===== config.mk =====
export PLATFORM = sky130hd
export DESIGN_NAME = arf_filter
export DESIGN_NICKNAME = d
export VERILOG_FILES = /design/src/arf_pkg.sv /design/src/arf_match.sv /design/src/arf_filter.sv
export SDC_FILE = /design/constraint.sdc
export NUM_CORES = 1
export LEC_CHECK = 0
export BUFFER_PORTS_ARGS = -buffer_cell sky130_fd_sc_hd__buf_2
export CAP_MARGIN = 40
export CORE_AREA = 3 3 147 149
export DETAILED_ROUTE_END_ITERATION = 8
export DIE_AREA = 0 0 150 152
export PLACE_DENSITY = 0.74
export SLEW_MARGIN = 20
export SYNTH_ARGS = -nofsm -noshare
export SYNTH_HDL_FRONTEND = slang
export SYNTH_HIERARCHICAL = 1
export SYNTH_SLANG_ARGS = --single-unit
export TNS_END_PERCENT = 100

===== constraint.sdc =====
create_clock -name core_clk_i -period 2.7 [get_ports core_clk_i]
set_input_delay 0.135 -clock core_clk_i [delete_from_list [all_inputs] [get_ports core_clk_i]]
set_output_delay 0.135 -clock core_clk_i [all_outputs]
set_load 0.05 [all_outputs]

===== src/arf_pkg.sv =====
// Package for the asynchronous request filter: offsets, field positions, codes
package arf_pkg;
    localparam logic [11:0] ADMIT_HI_SET_OFS  = 12'h000;
    localparam logic [11:0] ADMIT_HI_CLR_OFS  = 12'h004;
    localparam logic [11:0] ADMIT_LO_SET_OFS  = 12'h008;
    localparam logic [11:0] ADMIT_LO_CLR_OFS  = 12'h00c;
    localparam logic [11:0] PHYS_HI_SET_OFS   = 12'h010;
    localparam logic [11:0] PHYS_HI_CLR_OFS   = 12'h014;
    localparam logic [11:0] PHYS_LO_SET_OFS   = 12'h018;
    localparam logic [11:0] PHYS_LO_CLR_OFS   = 12'h01c;
    localparam logic [11:0] CTRL_OFS          = 12'h020;
    localparam logic [11:0] STATUS_OFS        = 12'h024;
    localparam logic [63:0] FILTER_RESET      = 64'h0;
    localparam logic [9:0]  LOCAL_BUS_CODE    = 10'h3ff;
    localparam int          REMOTE_BIT_POS    = 63;
    localparam logic [47:0] LOW_REGION_TOP    = 48'h0000_ffff_ffff;
    localparam logic [47:0] ROM_FIRST_1K_END  = 48'hffff_f000_07ff;
    localparam logic [47:0] ROM_BASE          = 48'hffff_f000_0400;
    localparam logic [47:0] IRM_BASE          = 48'hffff_f000_021c;
    localparam logic [47:0] IRM_END           = 48'hffff_f000_0228;
    localparam logic [9:0]  CTRL_RESET        = 10'h3ff;
    typedef enum logic [1:0] {
        ARF_DEST_DROP = 2'b00,
        ARF_DEST_DMA  = 2'b01,
        ARF_DEST_PHYS = 2'b10
    } arf_dest_t;
endpackage


===== src/arf_match.sv =====
// Node-indexed filter lookup shared by the admission and physical paths
`timescale 1ns/100ps
module arf_match (
    input  wire logic [63:0] filter_i,
    input  wire logic [15:0] source_id_i,
    input  wire logic [9:0]  bus_id_i,
    output logic             hit_o
);
    logic [9:0] src_bus;
    logic [5:0] src_node;
    logic       local_src;
    assign src_bus   = source_id_i[15:6];
    assign src_node  = source_id_i[5:0];
    assign local_src = (src_bus == arf_pkg::LOCAL_BUS_CODE) || (src_bus == bus_id_i);
    always_comb begin
        if (local_src) begin
            // Node 63 is broadcast and never admitted per node
            hit_o = (src_node != 6'h3f) && filter_i[src_node];
        end else begin
            hit_o = filter_i[arf_pkg::REMOTE_BIT_POS];
        end
    end
endmodule // arf_match


===== src/arf_filter.sv =====
// Asynchronous request admission and routing filter with APB register slave
//
// Design decisions made here: the APB slave port and the register offsets.
`timescale 1ns/100ps
module arf_filter (
    input  wire logic        core_clk_i,
    input  wire logic        rst_i,
    input  wire logic        psel_i,
    input  wire logic        penable_i,
    input  wire logic        pwrite_i,
    input  wire logic [11:0] paddr_i,
    input  wire logic [31:0] pwdata_i,
    output logic [31:0]      prdata_o,
    output logic             pready_o,
    output logic             pslverr_o,
    input  wire logic        bus_reset_i,
    input  wire logic        req_valid_i,
    input  wire logic        req_is_response_i,
    input  wire logic        req_quadlet_read_i,
    input  wire logic [15:0] req_source_id_i,
    input  wire logic [47:0] req_offset_i,
    input  wire logic        dma_ctx_enabled_i,
    output logic             dec_valid_o,
    output logic             dec_ack_o,
    output logic             dec_to_dma_o,
    output logic             dec_to_phys_o,
    output logic             local_bus_identifier_o
);
    logic [63:0] admission_filter_reg;
    logic [63:0] physical_route_filter_reg;
    logic [9:0]  local_bus_identifier_reg;
    logic [31:0] dropped_count_reg;
    logic [31:0] prdata_next;
    logic        pslverr_next;
    logic        wr_en;
    logic        access;
    logic        admit_hit;
    logic        phys_hit;
    logic        bypass;
    logic        rom_1k;
    arf_pkg::arf_dest_t dest_next;

    assign access = psel_i && penable_i;
    // Write lands only at the edge that completes the access, never twice
    assign wr_en  = access && pwrite_i && pready_o;

    function automatic logic known_addr(input logic [11:0] a);
        known_addr = (a <= arf_pkg::STATUS_OFS) && (a[1:0] == 2'b00);
    endfunction

    // Set ORs the data in, clear masks it out: one function for both filters
    function automatic logic [31:0] set_clr(input logic [31:0] cur, input logic [31:0] d,
                                            input logic is_set);
        set_clr = is_set ? (cur | d) : (cur & ~d);
    endfunction

    arf_match u_admit (
        .filter_i    (admission_filter_reg),
        .source_id_i (req_source_id_i),
        .bus_id_i    (local_bus_identifier_reg),
        .hit_o       (admit_hit)
    );
    arf_match u_phys (
        .filter_i    (physical_route_filter_reg),
        .source_id_i (req_source_id_i),
        .bus_id_i    (local_bus_identifier_reg),
        .hit_o       (phys_hit)
    );

    // Admission filter; bus reset outranks a same-cycle write
    always_ff @(posedge core_clk_i) begin
        if (rst_i || bus_reset_i) begin
            admission_filter_reg <= arf_pkg::FILTER_RESET;
        end else if (wr_en) begin
            case (paddr_i)
                arf_pkg::ADMIT_HI_SET_OFS: admission_filter_reg[63:32] <=
                    set_clr(admission_filter_reg[63:32], pwdata_i, 1'b1);
                arf_pkg::ADMIT_HI_CLR_OFS: admission_filter_reg[63:32] <=
                    set_clr(admission_filter_reg[63:32], pwdata_i, 1'b0);
                arf_pkg::ADMIT_LO_SET_OFS: admission_filter_reg[31:0] <=
                    set_clr(admission_filter_reg[31:0], pwdata_i, 1'b1);
                arf_pkg::ADMIT_LO_CLR_OFS: admission_filter_reg[31:0] <=
                    set_clr(admission_filter_reg[31:0], pwdata_i, 1'b0);
                default: admission_filter_reg <= admission_filter_reg;
            endcase
        end
    end

    // Physical filter
    always_ff @(posedge core_clk_i) begin
        if (rst_i || bus_reset_i) begin
            physical_route_filter_reg <= arf_pkg::FILTER_RESET;
        end else if (wr_en) begin
            case (paddr_i)
                arf_pkg::PHYS_HI_SET_OFS: physical_route_filter_reg[63:32] <=
                    set_clr(physical_route_filter_reg[63:32], pwdata_i, 1'b1);
                arf_pkg::PHYS_HI_CLR_OFS: physical_route_filter_reg[63:32] <=
                    set_clr(physical_route_filter_reg[63:32], pwdata_i, 1'b0);
                arf_pkg::PHYS_LO_SET_OFS: physical_route_filter_reg[31:0] <=
                    set_clr(physical_route_filter_reg[31:0], pwdata_i, 1'b1);
                arf_pkg::PHYS_LO_CLR_OFS: physical_route_filter_reg[31:0] <=
                    set_clr(physical_route_filter_reg[31:0], pwdata_i, 1'b0);
                default: physical_route_filter_reg <= physical_route_filter_reg;
            endcase
        end
    end

    // Bus identifier survives bus reset; software reloads it after self-ID
    always_ff @(posedge core_clk_i) begin
        if (rst_i) begin
            local_bus_identifier_reg <= arf_pkg::CTRL_RESET;
        end else if (wr_en && paddr_i == arf_pkg::CTRL_OFS) begin
            local_bus_identifier_reg <= pwdata_i[9:0];
        end
    end

    // Read mux
    always_comb begin
        prdata_next  = 32'h0;
        pslverr_next = !known_addr(paddr_i);
        case (paddr_i)
            arf_pkg::ADMIT_HI_SET_OFS,
            arf_pkg::ADMIT_HI_CLR_OFS: prdata_next = admission_filter_reg[63:32];
            arf_pkg::ADMIT_LO_SET_OFS,
            arf_pkg::ADMIT_LO_CLR_OFS: prdata_next = admission_filter_reg[31:0];
            arf_pkg::PHYS_HI_SET_OFS,
            arf_pkg::PHYS_HI_CLR_OFS: prdata_next = physical_route_filter_reg[63:32];
            arf_pkg::PHYS_LO_SET_OFS,
            arf_pkg::PHYS_LO_CLR_OFS: prdata_next = physical_route_filter_reg[31:0];
            arf_pkg::CTRL_OFS:   prdata_next = {22'h0, local_bus_identifier_reg};
            arf_pkg::STATUS_OFS: prdata_next = dropped_count_reg;
            default:             prdata_next = 32'h0;
        endcase
    end

    // APB answer: pready rises one cycle into the access phase
    always_ff @(posedge core_clk_i) begin
        if (rst_i) begin
            pready_o  <= 1'b0;
            prdata_o  <= 32'h0;
            pslverr_o <= 1'b0;
        end else begin
            pready_o  <= psel_i && penable_i && !pready_o;
            prdata_o  <= (access && !pready_o && !pwrite_i) ? prdata_next : 32'h0;
            pslverr_o <= access && !pready_o && pslverr_next;
        end
    end

    // Request classification
    assign rom_1k = (req_offset_i >= arf_pkg::ROM_BASE) &&
                    (req_offset_i <= arf_pkg::ROM_FIRST_1K_END);
    assign bypass = (req_quadlet_read_i && rom_1k) ||
                    ((req_offset_i >= arf_pkg::IRM_BASE) && (req_offset_i < arf_pkg::IRM_END));

    always_comb begin
        dest_next = arf_pkg::ARF_DEST_DROP;
        if (bypass || rom_1k) begin
            dest_next = arf_pkg::ARF_DEST_PHYS;
        end else if (!admit_hit) begin
            dest_next = arf_pkg::ARF_DEST_DROP;
        end else if (req_offset_i > arf_pkg::LOW_REGION_TOP) begin
            dest_next = dma_ctx_enabled_i ? arf_pkg::ARF_DEST_DMA : arf_pkg::ARF_DEST_DROP;
        end else if (phys_hit) begin
            dest_next = arf_pkg::ARF_DEST_PHYS;
        end else begin
            dest_next = dma_ctx_enabled_i ? arf_pkg::ARF_DEST_DMA : arf_pkg::ARF_DEST_DROP;
        end
    end

    // Decision, one cycle after request; responses pass unfiltered to no unit here
    always_ff @(posedge core_clk_i) begin
        if (rst_i) begin
            dec_valid_o   <= 1'b0;
            dec_ack_o     <= 1'b0;
            dec_to_dma_o  <= 1'b0;
            dec_to_phys_o <= 1'b0;
        end else begin
            dec_valid_o   <= req_valid_i && !req_is_response_i;
            dec_ack_o     <= req_valid_i && !req_is_response_i &&
                             (dest_next != arf_pkg::ARF_DEST_DROP);
            dec_to_dma_o  <= req_valid_i && !req_is_response_i &&
                             (dest_next == arf_pkg::ARF_DEST_DMA);
            dec_to_phys_o <= req_valid_i && !req_is_response_i &&
                             (dest_next == arf_pkg::ARF_DEST_PHYS);
        end
    end

    always_ff @(posedge core_clk_i) begin
        if (rst_i) begin
            dropped_count_reg <= 32'h0;
        end else if (req_valid_i && !req_is_response_i && dest_next == arf_pkg::ARF_DEST_DROP) begin
            dropped_count_reg <= dropped_count_reg + 32'h1;
        end
    end

    always_ff @(posedge core_clk_i) begin
        if (rst_i) begin
            local_bus_identifier_o <= 1'b0;
        end else begin
            local_bus_identifier_o <= (local_bus_identifier_reg != arf_pkg::LOCAL_BUS_CODE);
        end
    end
endmodule // arf_filter


---- Word-level counts from Yosys, hierarchy flattened ----
Index checks and enable logic that the tools add are counted.
word-level totals
  latch bits .............................. 0
  memories kept ........................... 0
  RAM bits ................................ 0
  bits in registers ....................... 209
  bits in read-only memories .............. 0
  word-level logic and storage cells ...... 106
  input bits .............................. 118
cells by class
  bitwise logic cells ..................... 10
  eq/ne operators ......................... 15
  reduce and logical (&&, ||, !) cells .... 43
  muxes and demuxes ....................... 16
  shifts and indexed selects .............. 0
  $add $sub $neg .......................... 1
  magnitude comparators ................... 7
  divide/modulo/power cells ............... 0
  multiply operators ...................... 0
operators with widths
  cell                                                             count
  case mux 32 bit (2 select lines)                                 4
  case mux 32 bit (6 select lines)                                 1
  bitwise AND 32 bit                                               4
  bitwise OR 32 bit                                                4
  greater-or-equal comparator 48 bit, second input constant        2
  equality test 12 x 5 -> 1 bit, second input constant             4
  > comparator 48 x 32 -> 1 bit, second input constant             1
  less-or-equal comparator 48 bit, second input constant           1
  < comparator 48 bit, second input constant                       1
  adder 32 x 1 -> 32 bit, second input constant                    1
  inverter 32 bit                                                  1
  equality test 12 x 4 -> 1 bit, second input constant             2
  equality test 12 x 6 -> 1 bit, second input constant             2
  logical AND 1 bit                                                18
  binary-select mux 1 bit (select 6 bit)                           2
  equality test 12 x 3 -> 1 bit, second input constant             1
  less-or-equal comparator 12 x 6 -> 1 bit, second input constant  1
  logical NOT 12 bit                                               1
  equality test 10 bit                                             1
  equality test 10 bit, second input constant                      1
  inequality test 10 bit, second input constant                    1
  nonzero test 2 bit                                               5
  OR reduction 2 bit                                               5
  two-way mux 2 bit                                                4
  other kinds (10)                                                 24

---- Depth between registers and ports, before layout ----
  depth in word-level cells ............... 10
  gate-level depth with buffers ........... 14
  gate-level depth less buffers ........... 11

---- Hierarchy ----
Netlist, hierarchy kept.
modules (own cells, without submodules)
  module      area an instance (µm²)  cells each  times used
  arf_filter  9058.7                  991         1
  arf_match   770.7                   78          2

---- Worst setup path after synthesis ----
Ideal clock, no wire load.
  path kind ............................... input-to-reg
  from .................................... input req_source_id_i[1]
  to ...................................... register dropped_count_reg[13]
  data required time ...................... 2579 ps
  setup time .............................. 121 ps
  arrival ................................. 2877 ps
  stages .................................. 13
  slack ................................... -298 ps
  cells stage by stage .................... buf_6 -> mux4_1 -> mux2_2 -> a21oi_2 -> a221oi_1 -> a311oi_1 -> o31ai_1 -> nand2_1 -> and4_1 -> o21ai_1 -> clkbuf_1 -> nor4_1 -> mux2_2
on the way
  elaborated cells on any way between the ends .. 15
RTL lines
  item                                     line               RTL
  start: declaration                       arf_filter.sv:20   input wire logic [15:0] req_source_id_i,
  binary-select mux 1 bit (select 6 bit)   arf_match.sv:18    hit_o = (src_node != 6'h3f) && filter_i[src_node];
  two-way mux 1 bit (not written as such)  arf_match.sv:18
  logical AND 1 bit *                      arf_match.sv:18
  two-way mux 1 bit *                      arf_match.sv:16    if (local_src) begin
  net admit_hit                            arf_filter.sv:37   logic admit_hit;
  two-way mux 2 bit *                      arf_filter.sv:159  end else if (!admit_hit) begin
  two-way mux 2 bit *                      arf_filter.sv:157  if (bypass || rom_1k) begin
  logical NOT 2 bit *                      arf_filter.sv:191  end else if (req_valid_i && !req_is_response_i && dest_next == arf_pkg::ARF_DEST_DROP) begin
  logical AND 1 bit *                      arf_filter.sv:191
  end signal: assignment                   arf_filter.sv:192  dropped_count_reg <= dropped_count_reg + 32'h1;
  end: declaration                         arf_filter.sv:32   logic [31:0] dropped_count_reg;
Mark *: on every way through the listed nets, which the timed path passes. The rest lies on a longest branch. The select of a mux whose other input is x is not followed.
A chain may end at the register's enable or synchronous reset.

==> impl_metrics.env <==
export IMPL_worst_skew_pair_late_latency_ns=0.51
export IMPL_violations="negative setup slack"
export IMPL_timing_worst_slew_pin_value_ns=0.693
export IMPL_synth_cell_types=55
export IMPL_floorplan_rows=52
export IMPL_port_buffer_count=153
export IMPL_design_core_area_sq_um=20300
export IMPL_holdPathStages=3
export IMPL_worst_slack_ns=-0.428
export IMPL_synth_edf_count=0
export IMPL_grt_setup_unrepaired="yes"
export IMPL_grt_start_max_net_pins=129
export IMPL_met3WireLength_mm=4.33
export IMPL_reg2reg_depth=12
export IMPL_wl_met2_mm=16.5
export IMPL_worst_hold_path_type="in2reg"
export IMPL_final_layout_size_suffix_gt1_share_pct=33.1
export IMPL_final_hold_violation_count=0
export IMPL_clk_pin_slew_ns=0.06
export IMPL_hold_path_startpoint="req_is_response_i"
export IMPL_routabilityCongestion=0.908
export IMPL_post_route_period_util_pct=116
export IMPL_critical_path_startpoint_type="flop"
export IMPL_drc=0
export IMPL_die_height_microns=152
export IMPL_crit_path_end_kind="flop"
export IMPL_run_status="finished, violations left"
export IMPL_maxCapViolCount=0
export IMPL_htreeDepth=1
export IMPL_via_count=11200
export IMPL_crit_path_max_incr_delay_ns=0.47
export IMPL_p_per_area_nw_per_um2=470
export IMPL_synth_seq_area_share_pct=39.5
export IMPL_timing_worst_setup_path_type="reg2reg"
export IMPL_yosysWarnings=6
export IMPL_synth_ff_latch_count=209
export IMPL_grt_pass1_vias=10200
export IMPL_chipWidth_microns=150
export IMPL_async_reset_ff_share_pct=0
export IMPL_totalWireLength_mm=36.8
export IMPL_number_of_buffers_created_by_cts=23
export IMPL_timing_critical_path_buf_inv=1
export IMPL_cp_slowest_cell="sky130_fd_sc_hd__mux4_2"
export IMPL_timing_max_slew_rel_slack_pct=53.4
export IMPL_area_growth_pct=34.2
export IMPL_post_synth_cell_area_avg_sq_um=9.24
export IMPL_clk_root_buffer_cell="sky130_fd_sc_hd__clkbuf_16"
export IMPL_dpl_worst_slack_ns=-0.715
export IMPL_postSynthNetCount=1266
export IMPL_power_ir_vdd_worst_mv=0.416
export IMPL_worst_clock_skew_ns=0.00872
export IMPL_met1Wirelength_mm=14.9
export IMPL_max_clock_freq_mhz=320
export IMPL_cts_sinks=209
export IMPL_post_synthesis_cell_count=1147
export IMPL_grt_ovfl_total=0
export IMPL_maxSlewViolCount=0
export IMPL_worstPathMaxFanout=12
export IMPL_antenna_violations_before_repair=2
export IMPL_timing_reg2reg_setup_slack_ns=-0.43
export IMPL_layout_cells_non_filler=1707
export IMPL_antenna_left=0
export IMPL_fp_dieArea_sq_um=22800
export IMPL_drt_pass1_iterations=6
export IMPL_top_signal_layer_used="met5"
export IMPL_overall_routing_resource_usage_pct=30.4
export IMPL_post_dp_hpwl_mm=24.6
export IMPL_critical_path_cell_chain="mux4_2, and3b_1, a21oi_2, a31oi_2, a311oi_2, o31ai_2, nor2b_2, nand4_1, o21ai_4, clkbuf_16, nor3_2, mux2_2"
export IMPL_grt_pass1_wl_mm=56.2
export IMPL_ctsLongestPathBuffers=3
export IMPL_final_routed_wire_length_divided_by_cell_count_microns=21.6
export IMPL_critical_path_cell_count=12
export IMPL_leakage_uw=0.00520
export IMPL_drt_first_iter_violations=1340
export IMPL_tritoncts_clock_tree="built"
export IMPL_arrival_ns=3.52
export IMPL_vias_per_cell=6.55
export IMPL_io_pin_count=157
export IMPL_initial_utilization_pct=52.2
export IMPL_critical_path_top_delay_family="compound AO/OA/AOI/OAI gates"
export IMPL_finish_net_count=1540
export IMPL_worst_endpoint_required_ns=3.09
export IMPL_placed_cells=1621
export IMPL_report_final_setup_viol=32
export IMPL_final_period_minus_worst_setup_slack_ns=3.13
export IMPL_synthesis_area_sq_um=10600
export IMPL_synth_top_flop_cell="sky130_fd_sc_hd__dfxtp_1"
==> worst reg2reg max path: cells and delay by family (launching register included) <==
family / cells / cell delay [ns]
simple gates: 4 / 0.77
buf+inv: 1 / 0.20
flops: 1 / 0.33
mux: 2 / 0.83
compound gates: 5 / 0.88
==> layer usage <==
layer	global-route usage (%)	vias to the layer above
met5	0	-
met1	42.7	5280
met2	47.7	736
met4	7.71	2
li1	-	5064
met3	6.76	93
==> timing repair <==
action,CTS,global route
hold buffers,39,0
setup endpoints to repair,34,34
setup buffers,3,1
cloned,1,2
hold endpoints to repair,122,0
pin swaps,21,5
gates resized for setup,27,25
==> cell type report <==
class | instances | area [sq um]
diodes | 1 | 2.50
clock buffers | 34 | 697
clock inverters | 6 | 35.0
fillers | 1558 | 6070
inverters | 11 | 41.3
multi-input cells | 795 | 6110
flip-flops and latches | 209 | 4190
well taps | 270 | 338
repair buffers | 381 | 2820
==> cell families after synthesis <==
| kind of cell | Yosys count | synth area share, % |
|---|---|---|
| XOR/XNOR | 20 | 1.65 |
| AO/OA/AOI/OAI | 429 | 28.0 |
| buffers and inverters | 143 | 5.85 |
| adder cells (fa/ha/maj) | 1 | 0.118 |
| flip-flops | 209 | 39.5 |
| multiplexers | 72 | 10.9 |
| AND/OR/NAND/NOR | 273 | 14.0 |
==> path summary, 6_finish.rpt <==
path,to
max,dropped_count_reg[19]
min,dec_valid_o
max reg2reg,dropped_count_reg[19]
min reg2reg,prdata_o[24]
==> cells in the final DEF, fill, tap and decap left out, drive strengths merged, types with 3 or more instances in the layout <==
cell type,Yosys,final
a21oi,163,163
a222oi,6,6
a22oi,56,56
a311oi,132,132
a31oi,29,29
and3,5,5
and4,5,5
buf,50,340
clkbuf,82,36
clkinv,0,4
dfxtp,209,209
dlygate4sd3,0,39
inv,11,11
mux2,31,31
mux2i,16,16
mux4,25,25
nand2,54,54
nand2b,4,4
nand3,17,17
nand4,24,24
nor2,59,59
nor2b,29,29
nor3,26,26
nor3b,3,3
nor4,20,20
nor4b,3,3
o211ai,4,4
o21ai,6,6
o21bai,10,10
o31ai,14,14
or4,11,11
xnor2,8,8
xor2,12,12
==> cells in the mapped netlist (all sizes together) (14+ instances only) <==
library cell	count	area [sq um]
dfxtp	209	4180
a21oi	163	823
a311oi	132	1160
clkbuf	82	308
nor2	59	221
a22oi	56	420
nand2	54	203
buf	50	272
mux2	31	349
a31oi	29	181
nor2b	29	181
nor3	26	145
mux4	25	646
nand4	24	150
nor4	20	170
nand3	17	85.1
mux2i	16	160
o31ai	14	105
==> where the power goes <==
group / switching, uW / internal (uW) / total (uW)
logic: 324 / 229 / 553
registers: 2.97 / 3090 / 3090
clock network: 1270 / 1780 / 3050
total: 1600 / 5090 / 6690
==> metrics by stage <==
stage / util, % / hold slack, ns / cell area, sq um / power [uW] / TNS, ns
6_report: 70.1 / 0.00349 / 14200 / 6690 / -11.68
5_1_grt: 70.1 / 0.0177 / 14200 / 6860 / -14.76
4_1_cts: 69.2 / 0.000151 / 14100 / 6670 / -9.76
3_5_place_dp: 63.2 / 0.407 / 12800 / 3640 / -21.16
3_3_place_gp: 63.2 / 0.398 / 12800 / 3630 / -17.71
2_1_floorplan: - / 0.232 / 10700 / 3420 / -1.27
No activity file was read; power rests on OpenSTA's default activity.
